File: src/design/bmr_defs.svh
`ifndef BMR_DEFS_SVH
`define BMR_DEFS_SVH

// address map
`define BMR_ADDR_UFLASH 7'h20
`define BMR_ADDR_SFR 7'h60
`define BMR_ADDR_TEMP_LO 7'h60
`define BMR_ADDR_TEMP_HI 7'h61
`define BMR_ADDR_FLASH_CMD 7'h62
`define BMR_ADDR_CLR 7'h63
`define BMR_ADDR_MODE 7'h64
`define BMR_ADDR_CTIME_LO 7'h65
`define BMR_ADDR_CTIME_HI 7'h66
`define BMR_ADDR_DTIME_LO 7'h67
`define BMR_ADDR_DTIME_HI 7'h68
`define BMR_ADDR_SELF_LO 7'h69
`define BMR_ADDR_SELF_HI 7'h6A
`define BMR_ADDR_CHG_LO 7'h6B
`define BMR_ADDR_CHG_HI 7'h6C
`define BMR_ADDR_DIS_LO 7'h6D
`define BMR_ADDR_DIS_HI 7'h6E
`define BMR_ADDR_PROG_DATA 7'h6F
`define BMR_ADDR_PROG_ADDR 7'h70
`define BMR_ADDR_VLOW 7'h71
`define BMR_ADDR_VHIGH 7'h72
`define BMR_ADDR_ID 7'h78
`define BMR_ADDR_IDTOP 7'h7F
// flash command codes
`define BMR_CMD_PROG 8'h0F
`define BMR_CMD_ERASE0 8'h40
`define BMR_CMD_ERASE1 8'h41
`define BMR_CMD_ERASE2 8'h42
`define BMR_CMD_SAVE 8'h45
`define BMR_CMD_LOAD 8'h48
`define BMR_CMD_PDOWN 8'hF6
// clear register bits
`define BMR_CLR_DCR 0
`define BMR_CLR_CCR 1
`define BMR_CLR_SCR 2
`define BMR_CLR_DTC 3
`define BMR_CLR_CTC 4
// mode register bits
`define BMR_MODE_POR 0
`define BMR_MODE_DSLOW 4
`define BMR_MODE_CSLOW 5
`define BMR_MODE_STAT 6
`define BMR_MODE_GPEN 7
`define BMR_MODE_RST 8'h01
// misc
`define BMR_WR_BIT 7
`define BMR_LAST_IDX 5'h1F
`define BMR_SLOW_DIV 8'hFF
`define BMR_ERASED 8'hFF
`endif

File: src/design/bmr_pkg.sv
package bmr_pkg;
  typedef enum logic [2:0] {
    ST_BOOT = 3'b001,
    ST_IDLE = 3'b010,
    ST_SAVE = 3'b100
  } bmr_state_t;

  typedef struct packed {
    bmr_state_t st;
    logic [4:0] idx;
    logic wpend;
    logic [6:0] waddr;
    logic [7:0] rdata;
    logic rvalid;
    logic [31:0][7:0] ram;
    logic [31:0][7:0] shadow;
    logic [63:0][7:0] uflash;
    logic [7:0] flash_cmd;
    logic [7:0] prog_data;
    logic [7:0] prog_addr;
    logic [4:0] clr;
    logic [7:0] mode;
    logic [15:0] ccr;
    logic [15:0] dcr;
    logic [15:0] scr;
    logic [15:0] ctc;
    logic [15:0] dtc;
    logic [7:0] ct_pre;
    logic [7:0] dt_pre;
    logic pdown;
  } bmr_regs_t;
endpackage

File: src/design/bmr_regs.sv
`timescale 1ns/1ps
`default_nettype none
`include "bmr_defs.svh"

module bmr_regs #(
  parameter logic [7:0] DEVICE_CODE = 8'h5A, // arbitrary value
  parameter logic [7:0] GAIN_CORR = 8'h00,
  parameter logic [4:0] VOLT_OFFSET = 5'h00,
  parameter logic [39:0] ID_RANDOM = 40'h0123456789 // arbitrary value
) (
  input wire logic mclk_i,
  input wire logic rst_n_i,
  input wire logic cmd_valid_i,
  input wire logic [7:0] cmd_byte_i,
  input wire logic data_valid_i,
  input wire logic [7:0] data_byte_i,
  input wire logic [10:0] vbat_code_i,
  input wire logic [10:0] temp_code_i,
  input wire logic charge_tick_i,
  input wire logic discharge_tick_i,
  input wire logic self_tick_i,
  input wire logic charge_time_tick_i,
  input wire logic discharge_time_tick_i,
  output logic [7:0] rdata_o,
  output logic rdata_valid_o,
  output logic [2:0] wake_threshold_o,
  output logic gp_enable_o,
  output logic power_down_o,
  output logic busy_o
);
  // bytes 7..0 of the identification block
  localparam logic [63:0] ID_ROM = {DEVICE_CODE, 8'h00, ID_RANDOM[39:8],
                                    GAIN_CORR, ID_RANDOM[7:0]};

  bmr_pkg::bmr_regs_t s_r;
  bmr_pkg::bmr_regs_t s_nxt;
  logic [7:0] vhigh_w;
  logic [7:0] boot_byte_w;
  logic [4:0] waddr_lo_w;

  // time counter step; slow mode only advances every 256 base ticks
  function automatic logic [24:0] tstep(input logic [15:0] c, input logic [7:0] p,
                                        input logic slow, input logic tick);
    logic [15:0] cn;
    logic [7:0] pn;
    logic roll;
    cn = c;
    pn = p;
    roll = 1'b0;
    if (tick) begin
      if (slow) begin
        pn = p + 8'h01;
      end
      if (!slow || p == `BMR_SLOW_DIV) begin
        cn = c + 16'h0001;
        roll = (c == 16'hFFFF);
      end
    end
    return {roll, pn, cn};
  endfunction

  // offset over voltage msbs, shared by read path and checks
  assign vhigh_w = {VOLT_OFFSET, vbat_code_i[10:8]};
  assign boot_byte_w = s_r.shadow[s_r.idx];
  assign waddr_lo_w = s_r.waddr[4:0];

  // next-state logic for the whole register bank
  always_comb begin
    logic [7:0] rd;
    logic [6:0] a;
    logic [6:0] uoff;
    logic [24:0] ts;
    rd = 8'h00;
    a = cmd_byte_i[6:0];
    uoff = s_r.prog_addr[6:0] - `BMR_ADDR_UFLASH;
    ts = 25'h0000000;
    s_nxt = s_r;
    s_nxt.rvalid = 1'b0;
    s_nxt.clr = 5'h00;

    // page movers between ram and shadow flash, one byte a cycle
    unique case (s_r.st)
      bmr_pkg::ST_BOOT: begin
        s_nxt.ram[s_r.idx] = s_r.shadow[s_r.idx];
        s_nxt.idx = s_r.idx + 5'h01;
        if (s_r.idx == `BMR_LAST_IDX) begin
          s_nxt.st = bmr_pkg::ST_IDLE;
        end
      end
      bmr_pkg::ST_SAVE: begin
        // flash can only clear bits, so a save ands into old content
        s_nxt.shadow[s_r.idx] = s_r.shadow[s_r.idx] & s_r.ram[s_r.idx];
        s_nxt.idx = s_r.idx + 5'h01;
        if (s_r.idx == `BMR_LAST_IDX) begin
          s_nxt.st = bmr_pkg::ST_IDLE;
        end
      end
      bmr_pkg::ST_IDLE: begin
      end
    endcase

    // read decode over the 123 live locations, holes read zero
    if (a < `BMR_ADDR_UFLASH) begin
      rd = s_r.ram[a[4:0]];
    end else if (a < `BMR_ADDR_SFR) begin
      rd = s_r.uflash[a[5:0] - 6'h20];
    end else if (a >= `BMR_ADDR_ID) begin
      rd = ID_ROM[{a[2:0], 3'b000} +: 8];
    end else begin
      unique case (a)
        `BMR_ADDR_TEMP_LO: rd = temp_code_i[7:0];
        `BMR_ADDR_TEMP_HI: rd = {5'h00, temp_code_i[10:8]};
        `BMR_ADDR_FLASH_CMD: rd = s_r.flash_cmd;
        `BMR_ADDR_CLR: rd = {3'b000, s_r.clr};
        `BMR_ADDR_MODE: rd = s_r.mode;
        `BMR_ADDR_CTIME_LO: rd = s_r.ctc[7:0];
        `BMR_ADDR_CTIME_HI: rd = s_r.ctc[15:8];
        `BMR_ADDR_DTIME_LO: rd = s_r.dtc[7:0];
        `BMR_ADDR_DTIME_HI: rd = s_r.dtc[15:8];
        `BMR_ADDR_SELF_LO: rd = s_r.scr[7:0];
        `BMR_ADDR_SELF_HI: rd = s_r.scr[15:8];
        `BMR_ADDR_CHG_LO: rd = s_r.ccr[7:0];
        `BMR_ADDR_CHG_HI: rd = s_r.ccr[15:8];
        `BMR_ADDR_DIS_LO: rd = s_r.dcr[7:0];
        `BMR_ADDR_DIS_HI: rd = s_r.dcr[15:8];
        `BMR_ADDR_PROG_DATA: rd = s_r.prog_data;
        `BMR_ADDR_PROG_ADDR: rd = s_r.prog_addr;
        `BMR_ADDR_VLOW: rd = vbat_code_i[7:0];
        `BMR_ADDR_VHIGH: rd = vhigh_w;
        default: rd = 8'h00;
      endcase
    end

    // host side: a command byte either reads now or arms a write
    if (cmd_valid_i) begin
      s_nxt.pdown = 1'b0;
      if (cmd_byte_i[`BMR_WR_BIT]) begin
        s_nxt.wpend = 1'b1;
        s_nxt.waddr = a;
      end else begin
        s_nxt.wpend = 1'b0;
        s_nxt.rdata = rd;
        s_nxt.rvalid = 1'b1;
      end
    end else if (data_valid_i && s_r.wpend) begin
      s_nxt.wpend = 1'b0;
      // writes are dropped while a page move owns the arrays
      if (s_r.st == bmr_pkg::ST_IDLE) begin
        if (s_r.waddr < `BMR_ADDR_UFLASH) begin
          s_nxt.ram[waddr_lo_w] = data_byte_i;
        end else begin
          unique case (s_r.waddr)
            `BMR_ADDR_PROG_DATA: s_nxt.prog_data = data_byte_i;
            `BMR_ADDR_PROG_ADDR: s_nxt.prog_addr = data_byte_i;
            `BMR_ADDR_CLR: s_nxt.clr = data_byte_i[4:0];
            `BMR_ADDR_MODE: s_nxt.mode = data_byte_i;
            `BMR_ADDR_FLASH_CMD: begin
              s_nxt.flash_cmd = data_byte_i;
              unique case (data_byte_i)
                `BMR_CMD_PROG: begin
                  // programming ands the data into the addressed byte
                  if (s_r.prog_addr[6:0] < `BMR_ADDR_UFLASH) begin
                    s_nxt.shadow[s_r.prog_addr[4:0]] =
                      s_r.shadow[s_r.prog_addr[4:0]] & s_r.prog_data;
                  end else if (s_r.prog_addr[6:0] < `BMR_ADDR_SFR) begin
                    s_nxt.uflash[uoff[5:0]] = s_r.uflash[uoff[5:0]] & s_r.prog_data;
                  end
                end
                `BMR_CMD_ERASE0: s_nxt.shadow = {32{`BMR_ERASED}};
                `BMR_CMD_ERASE1: s_nxt.uflash[31:0] = {32{`BMR_ERASED}};
                `BMR_CMD_ERASE2: s_nxt.uflash[63:32] = {32{`BMR_ERASED}};
                `BMR_CMD_SAVE: begin
                  s_nxt.st = bmr_pkg::ST_SAVE;
                  s_nxt.idx = 5'h00;
                end
                `BMR_CMD_LOAD: begin
                  s_nxt.st = bmr_pkg::ST_BOOT;
                  s_nxt.idx = 5'h00;
                end
                `BMR_CMD_PDOWN: s_nxt.pdown = 1'b1;
                default: s_nxt.pdown = s_r.pdown;
              endcase
            end
            default: s_nxt.prog_data = s_r.prog_data;
          endcase
        end
      end
    end

    // counters; a pending clear wins over a tick in the same cycle
    s_nxt.dcr = s_r.clr[`BMR_CLR_DCR] ? 16'h0000 : s_r.dcr + {15'h0000, discharge_tick_i};
    s_nxt.ccr = s_r.clr[`BMR_CLR_CCR] ? 16'h0000 : s_r.ccr + {15'h0000, charge_tick_i};
    s_nxt.scr = s_r.clr[`BMR_CLR_SCR] ? 16'h0000 : s_r.scr + {15'h0000, self_tick_i};
    if (s_r.clr[`BMR_CLR_CTC]) begin
      s_nxt.ctc = 16'h0000;
      s_nxt.ct_pre = 8'h00;
      s_nxt.mode[`BMR_MODE_CSLOW] = 1'b0;
    end else begin
      ts = tstep(s_r.ctc, s_r.ct_pre, s_r.mode[`BMR_MODE_CSLOW], charge_time_tick_i);
      s_nxt.ctc = ts[15:0];
      s_nxt.ct_pre = ts[23:16];
      if (ts[24]) begin
        s_nxt.mode[`BMR_MODE_CSLOW] = 1'b1; // rollover beats a host write
      end
    end
    if (s_r.clr[`BMR_CLR_DTC]) begin
      s_nxt.dtc = 16'h0000;
      s_nxt.dt_pre = 8'h00;
      s_nxt.mode[`BMR_MODE_DSLOW] = 1'b0;
    end else begin
      ts = tstep(s_r.dtc, s_r.dt_pre, s_r.mode[`BMR_MODE_DSLOW], discharge_time_tick_i);
      s_nxt.dtc = ts[15:0];
      s_nxt.dt_pre = ts[23:16];
      if (ts[24]) begin
        s_nxt.mode[`BMR_MODE_DSLOW] = 1'b1;
      end
    end
    // status bit mirrors a running page move
    s_nxt.mode[`BMR_MODE_STAT] = (s_nxt.st != bmr_pkg::ST_IDLE);
  end

  // state register; flash arrays survive reset, ram refills by boot copy
  always_ff @(posedge mclk_i) begin
    s_r <= s_nxt;
    if (!rst_n_i) begin
      s_r.st <= bmr_pkg::ST_BOOT;
      s_r.idx <= 5'h00;
      s_r.wpend <= 1'b0;
      s_r.waddr <= 7'h00;
      s_r.rdata <= 8'h00;
      s_r.rvalid <= 1'b0;
      s_r.flash_cmd <= 8'h00;
      s_r.prog_data <= 8'h00;
      s_r.prog_addr <= 8'h00;
      s_r.clr <= 5'h00;
      s_r.mode <= `BMR_MODE_RST | 8'h40;
      s_r.ccr <= 16'h0000;
      s_r.dcr <= 16'h0000;
      s_r.scr <= 16'h0000;
      s_r.ctc <= 16'h0000;
      s_r.dtc <= 16'h0000;
      s_r.ct_pre <= 8'h00;
      s_r.dt_pre <= 8'h00;
      s_r.pdown <= 1'b0;
    end
  end

  assign rdata_o = s_r.rdata;
  assign rdata_valid_o = s_r.rvalid;
  assign wake_threshold_o = s_r.mode[3:1];
  assign gp_enable_o = s_r.mode[`BMR_MODE_GPEN];
  assign power_down_o = s_r.pdown;
  assign busy_o = s_r.mode[`BMR_MODE_STAT];
endmodule
`default_nettype wire

File: config.mk
export PLATFORM = sky130hd
export DESIGN_NAME = bmr_regs
export DESIGN_NICKNAME = d
export VERILOG_FILES = /design/src/design/bmr_pkg.sv /design/src/design/bmr_regs.sv
export VERILOG_INCLUDE_DIRS = /design/src /design/src/design
export SDC_FILE = /design/constraint.sdc
export NUM_CORES = 2
export LEC_CHECK = 0
export BUFFER_PORTS_ARGS = -buffer_cell sky130_fd_sc_hd__clkbuf_2
export CAP_MARGIN = 25
export CORE_ASPECT_RATIO = 0.9
export CORE_MARGIN = 4
export CORE_UTILIZATION = 35
export DETAILED_ROUTE_END_ITERATION = 8
export SETUP_SLACK_MARGIN = 0.5
export SLEW_MARGIN = 20
export SYNTH_ARGS = -nofsm -noshare
export SYNTH_HDL_FRONTEND = slang
export SYNTH_SLANG_ARGS = --single-unit
File: constraint.sdc
create_clock -name mclk_i -period 18.7 [get_ports mclk_i]
set_clock_uncertainty 0.05 [all_clocks]
set_input_delay 3.74 -clock mclk_i [delete_from_list [all_inputs] [get_ports mclk_i]]
set_output_delay 3.74 -clock mclk_i [all_outputs]
set_load 0.005 [all_outputs]
# [Word level (Yosys, flattened, before mapping)]
# Cells that the tools add are included.
[totals] reg_bits=1183 latchBits=0 ram_bits=0 mem_bits_ro=0 in_bits=47 out_inout_bits=15 wordCells=341 mem_count=0
[classes] add_sub_neg=10 n_mul=0 div=0 magnitude_cmp=16 eq_ne=46 shifts=1 mux=66 n_bitwise=10 reduce_logical=42
[ops] cell="2-to-1 mux 1061 bit" n=3
[ops] cell="case mux 256 bit (2 select lines)" n=3
[ops] cell="bitwise mux 256 bit" n=4
[ops] cell="2-to-1 mux 256 bit" n=4
[ops] cell="2-to-1 mux 512 bit" n=2
[ops] cell="2-to-1 mux 805 bit" n=1
[ops] cell="2-to-1 mux 776 bit" n=1
[ops] cell="bitwise mux 512 bit" n=1
[ops] cell="equality test 7 bit, second input constant" n=24
[ops] cell="2-to-1 mux 8 bit" n=21
[ops] cell="binary-select mux 8 bit (select 5 bit)" n=4
[ops] cell="case mux 8 bit (19 select lines)" n=1
[ops] cell="demux 8 bit (select 5 bit)" n=3
[ops] cell="binary-select mux 8 bit (select 6 bit)" n=2
[ops] cell="indexed part select 64 x 7 -> 8 bit, first input constant" n=1
[ops] cell="adder 16 x 1 -> 16 bit" n=3
[ops] cell="demux 8 bit (select 6 bit)" n=1
[ops] cell="equality test 8 x 7 -> 1 bit, second input constant" n=5
[ops] cell="AND reduction 5 bit" n=7
[ops] cell="adder 16 x 1 -> 16 bit, second input constant" n=2
[ops] cell="equality test 16 bit, second input constant" n=2
[ops] cell="AND 8 bit" n=3
[ops] cell="equality test 8 bit, second input constant" n=3
[ops] cell="less-than comparator 5 x 6 -> 1 bit, second input constant" n=4
[ops] cell="other kinds (31)" n=86

# [Logic depth before layout (Yosys ltp)]
[logic_depth] word_depth=15 ltp_mapped=15 depth_no_buf=9

# [Worst setup path after synthesis]
# OpenSTA, ideal clock, no wires.
[synth_path] path_type="input to register" startpoint="input data_byte_i[5]" endpoint="register s_r[134] (netlist bit), enable pin" setup_ns=0.877 arrival_time_ns=15.915 required_time_ns=17.773 slack_ns=1.858 stages=9 path_buffers=3 cell_sequence="clkbuf_1 -> or3_1 -> buf_2 -> nor4b_1 -> nand2_1 -> nor2_1 -> clkbuf_1 -> nor2_1 -> nor2_1"
[synth_via] elab_chain_cells=3 elab_cells_between_ends=6 cone_classes="4 x eq/ne; 2 x reduce/logical"
[synth_lines] item="from (decl)" line_no="bmr_regs.sv:16" source="input wire logic [7:0] data_byte_i,"
[synth_lines] item="equality test 8 x 4 -> 1 bit / equality test 8 x 7 -> 1 bit (equally long branches)" line_no="bmr_regs.sv:159" source="unique case (data_byte_i)"
[synth_lines] item="!= test 2 bit (no source line) / nonzero test 2 bit (equally long branches)"
[synth_lines] item="AND reduction 8 bit (no source line) (*)"
[synth_lines] item="to (signal assigned)" line_no="bmr_regs.sv:224" source="s_r <= s_nxt;"
[synth_lines] item="to (decl)" line_no="bmr_regs.sv:35" source="bmr_pkg::bmr_regs_t s_r;"
# Every way passes the cells marked *; elsewhere a longest branch is shown, timed or not.
# A chain may end at the register's enable or synchronous reset.

# [Worst setup path in the final report]
[layout_path] startpoint="input data_byte_i[4]" endpoint="register s_r[225] (netlist bit), enable pin"
# The elaborated chain is that of the path after synthesis.

==> flow_summary_export.csv <==
group,metric,value,unit
final_layout,final_common_cell,"o21ai_0",
sta,max-slew-margin-rel,10.9,%
power,intPower,4.51,mW
logic_synthesis,yosys.area.top_type_share,22.5,%
placement,dpl.hpwl,192000,um
worst_setup_path,critPathBufInv,6,
run,cap_violations,0,
sta,timing.final.crit_share,40.9,%
sta,timing.final.crit_period,7.64,ns
clock_network,postCtsHoldBufs,0,
status,outcome,"finished, final reports clean",
power,power_per_cell_area,82.0,nW/um^2
worst_setup_path,critical_path_required,19.10,ns
worst_setup_path,worst_path_max_delay_cell,"buf_4",
clock_network,cts-htree-levels,4,
logic_synthesis,synth_cells,6802,
global_route,global_route_overflow,0,
route,routed_via_density,6.54,
logic_synthesis,syn_nets,6868,
floorplanning,initial_utilization,35.3,%
clock_network,numCtsBuffers,138,
route,drt_first_iter_violations,9224,
power,power.share.sequential,45.3,%
logic_synthesis,top_reg_cell_synth,"dfxtp_1",
worst_setup_path,timing.critical_path.cells,"clkbuf_2 > buf_4 > or3_1 > nor4b_1 > nand2_1 > nor2_4 > buf_4 > nor2_1 > nor2_4 > buf_12 > buf_4 > buf_16",
placement,finalWeightedCongestion,1.02,
worst_setup_path,largest_stage_delay_on_the_critical_path,0.65,ns
final_layout,layout_common_cells,"o21ai_0, mux2i_1, dfxtp_1, nand2_1, a21oi_1",
sta,finalHoldViolations,0,
clock_network,cts.reportedPaths.clkPinSlew,0.06,ns
clock_network,ctsRootBufferMaster,"clkbuf_16",
route,drt_wl_total,285000,um
clock_network,cts_tree,"done",
route,remaining_drc_errors,0,
placement,place.port_buffers,61,
logic_synthesis,netlist_top_cells_area,"edfxtp_1, dfxtp_1, mux2i_1",
final_layout,layout.nets,6580,
worst_setup_path,crit_path_max_fanout,179,
floorplanning,ios,62,
logic_synthesis,synth_seq_cells,1183,
logic_synthesis,yosys_warnings,0,
worst_setup_path,data_arrival_critical_path,8.04,ns
route,first_pass_iters,7,
power,leakagePower,24.8,nW
worst_setup_path,setup.worst_path.class,"primary input to register",
worst_setup_path,worst_path_dominant_cell_family,"buffers and inverters",
power,sw_frac_of_total,26.9,%
final_layout,synthToLayoutAreaGrowth,10.1,%
route,wire_per_inst,31.0,um
global_route,grt_antenna_before_repair,13,
logic_synthesis,syn_avg_cell_area,10.0,um^2
logic_synthesis,synthDistinctLibCells,91,
global_route,grt_overall_usage,27.0,%
logic_synthesis,cell_accounting_for_the_most_synthesized_area,"edfxtp_1",
final_layout,stdcell_count,9189,
clock_network,clockBufferDepth,3,
worst_setup_path,cp-end-kind,"register",
power,total_power,6.17,mW
worst_setup_path,cpMostUsedCell,"buf_4",
power,pwr-share-clk,44.7,%
clock_network,cts_setup_buffers,0,
final_layout,final.fill_count,19000,
sta,max_clock_freq,131,MHz
logic_synthesis,async_reset_ff_share,0,%
route,antenna_left,0,
sta,rsz0062_at_grt,"false",
floorplanning,core.rowCount,153,
worst_setup_path,cp-start-kind,"primary input",
clock_network,sinks_on_the_clock_net,1183,
sta,timing.final.setup_violations,0,
floorplanning,die-width,474,um
route,vias,60100,
clock_network,worst_skew_pair.late_latency,0.81,ns
logic_synthesis,share_of_the_yosys_chip_area_belonging_to_registers,42.2,%
logic_synthesis,syn-cell-area,68300,um^2
final_layout,post_route_cells_drive_above_1_share,13.4,%
global_route,grt_first_pass_wirelength,405000,um
power,irDropWorstVdd,72.0,uV
sta,final_max_slew_viol_count,0,
global_route,grt_start_max_net_pins,189,
sta,tightestPinTransition,1.34,ns
power,p_sw,1.66,mW
power,comb_power_share,10.0,%
worst_hold_path,hold_path_class,"register to register",
clock_network,postCtsResizedCells,0,
sta,fin_setup_tns,0,ns
global_route,first_global_vias,55200,
placement,dpl.cell_count,8911,
floorplanning,die_height,427,um
floorplanning,dieArea,202000,um^2
logic_synthesis,synth_edf_count,512,
floorplanning,core_area,194000,um^2
==> final cells by class <==
cell class	instances	area (um^2)	area share, %
Antenna cell	9	22.5	0.0299
Clock buffer	202	4000	5.32
Clock inverter	47	505	0.672
Inverter	22	82.6	0.110
Multi-Input combinational cell	4931	36800	48.9
Sequential cell	1183	28800	38.3
Tap cell	2557	3200	4.25
Timing Repair Buffer	238	1810	2.40
==> sequential cells by signal, summed over array words and instances, names as in the netlist <==
signal	cells
s_r	1168
rdata_o	8
wake_threshold_o	3
busy_o	1
gp_enable_o	1
power_down_o	1
rdata_valid_o	1
==> cell families after synthesis <==
family          Yosys count  share of synthesized area, %
mux                    1144                          22.9
flops                  1183                          42.2
simple gates           1419                          9.73
buf+inv                 688                          4.39
compound gates         2269                          19.4
xor+xnor                 80                          1.03
fa+ha+maj                19                         0.348
==> path summary, 6_finish.rpt <==
check / slack (ns) / endpoint / depth (start not counted) / startpoint
hold reg to reg: 0.43 / s_r[128]$_SDFFE_PN0P_ / 2 / s_r[128]$_SDFFE_PN0P_
setup reg to reg: 13.01 / s_r[787]$_DFF_P_ / 10 / s_r[1176]$_SDFF_PN0_
hold / removal: 0.43 / s_r[128]$_SDFFE_PN0P_ / 2 / s_r[128]$_SDFFE_PN0P_
setup / recovery: 11.06 / s_r[225]$_DFFE_PP_ / 12 / data_byte_i[4]
==> Yosys cell counts, drive strengths merged (8+ instances only) <==
| library cell | instances |
|---|---|
| nand2 | 646 |
| and2 | 46 |
| or3 | 27 |
| nor2 | 274 |
| nand4b | 13 |
| a21oi | 631 |
| o22ai | 232 |
| o21ai | 921 |
| inv | 20 |
| nand4bb | 11 |
| nor2b | 38 |
| or4b | 9 |
| and3 | 33 |
| a32oi | 41 |
| mux2 | 13 |
| nand3 | 101 |
| and4 | 8 |
| a31oi | 15 |
| a21boi | 21 |
| nor3b | 11 |
| or4 | 8 |
| a221oi | 67 |
| edfxtp | 512 |
| ha | 19 |
| a22oi | 142 |
| a22o | 8 |
| o221ai | 26 |
| nand2b | 21 |
| a211oi | 21 |
| buf | 225 |
| nor3 | 57 |
| nand4 | 42 |
| clkbuf | 441 |
| dfxtp | 671 |
| xnor2 | 21 |
| mux4 | 334 |
| mux2i | 797 |
| o211ai | 62 |
| o211a | 8 |
| xor2 | 59 |
| nor4 | 49 |
==> per-layer routing <==
layer  wire length (um)  global-route usage [%]
met5                 31                       0
met2             121000                    39.7
met4              19900                    15.7
met1             111000                    35.9
met3              32500                    7.06
==> worst min-delay path: stages (launching register included) <==
cell      delay, ns
dfxtp_1        0.31
nand2_1        0.05
a21boi_0       0.07
==> power by group through the flow <==
stage	registers, mW	logic [mW]	clock network [mW]
global route	2.80	0.628	2.88
finish	2.80	0.616	2.76
global placement	2.85	0.585	0
CTS	2.79	0.592	2.79
detailed placement	2.85	0.591	0
floorplan	2.82	0.370	0
==> metrics by stage <==
step                utilization [%]  worst slack (ns)  area, um^2  hold slack [ns]
floorplan                         -              1.86       68300            0.393
global placement               36.3             10.06       70300            0.413
detailed placement             36.4             10.06       70500            0.422
CTS                            38.7             10.91       75000            0.430
global route                   38.8             10.84       75200            0.446
finish                         38.8             11.06       75200            0.426
No activity file was read; power rests on OpenSTA's default activity.
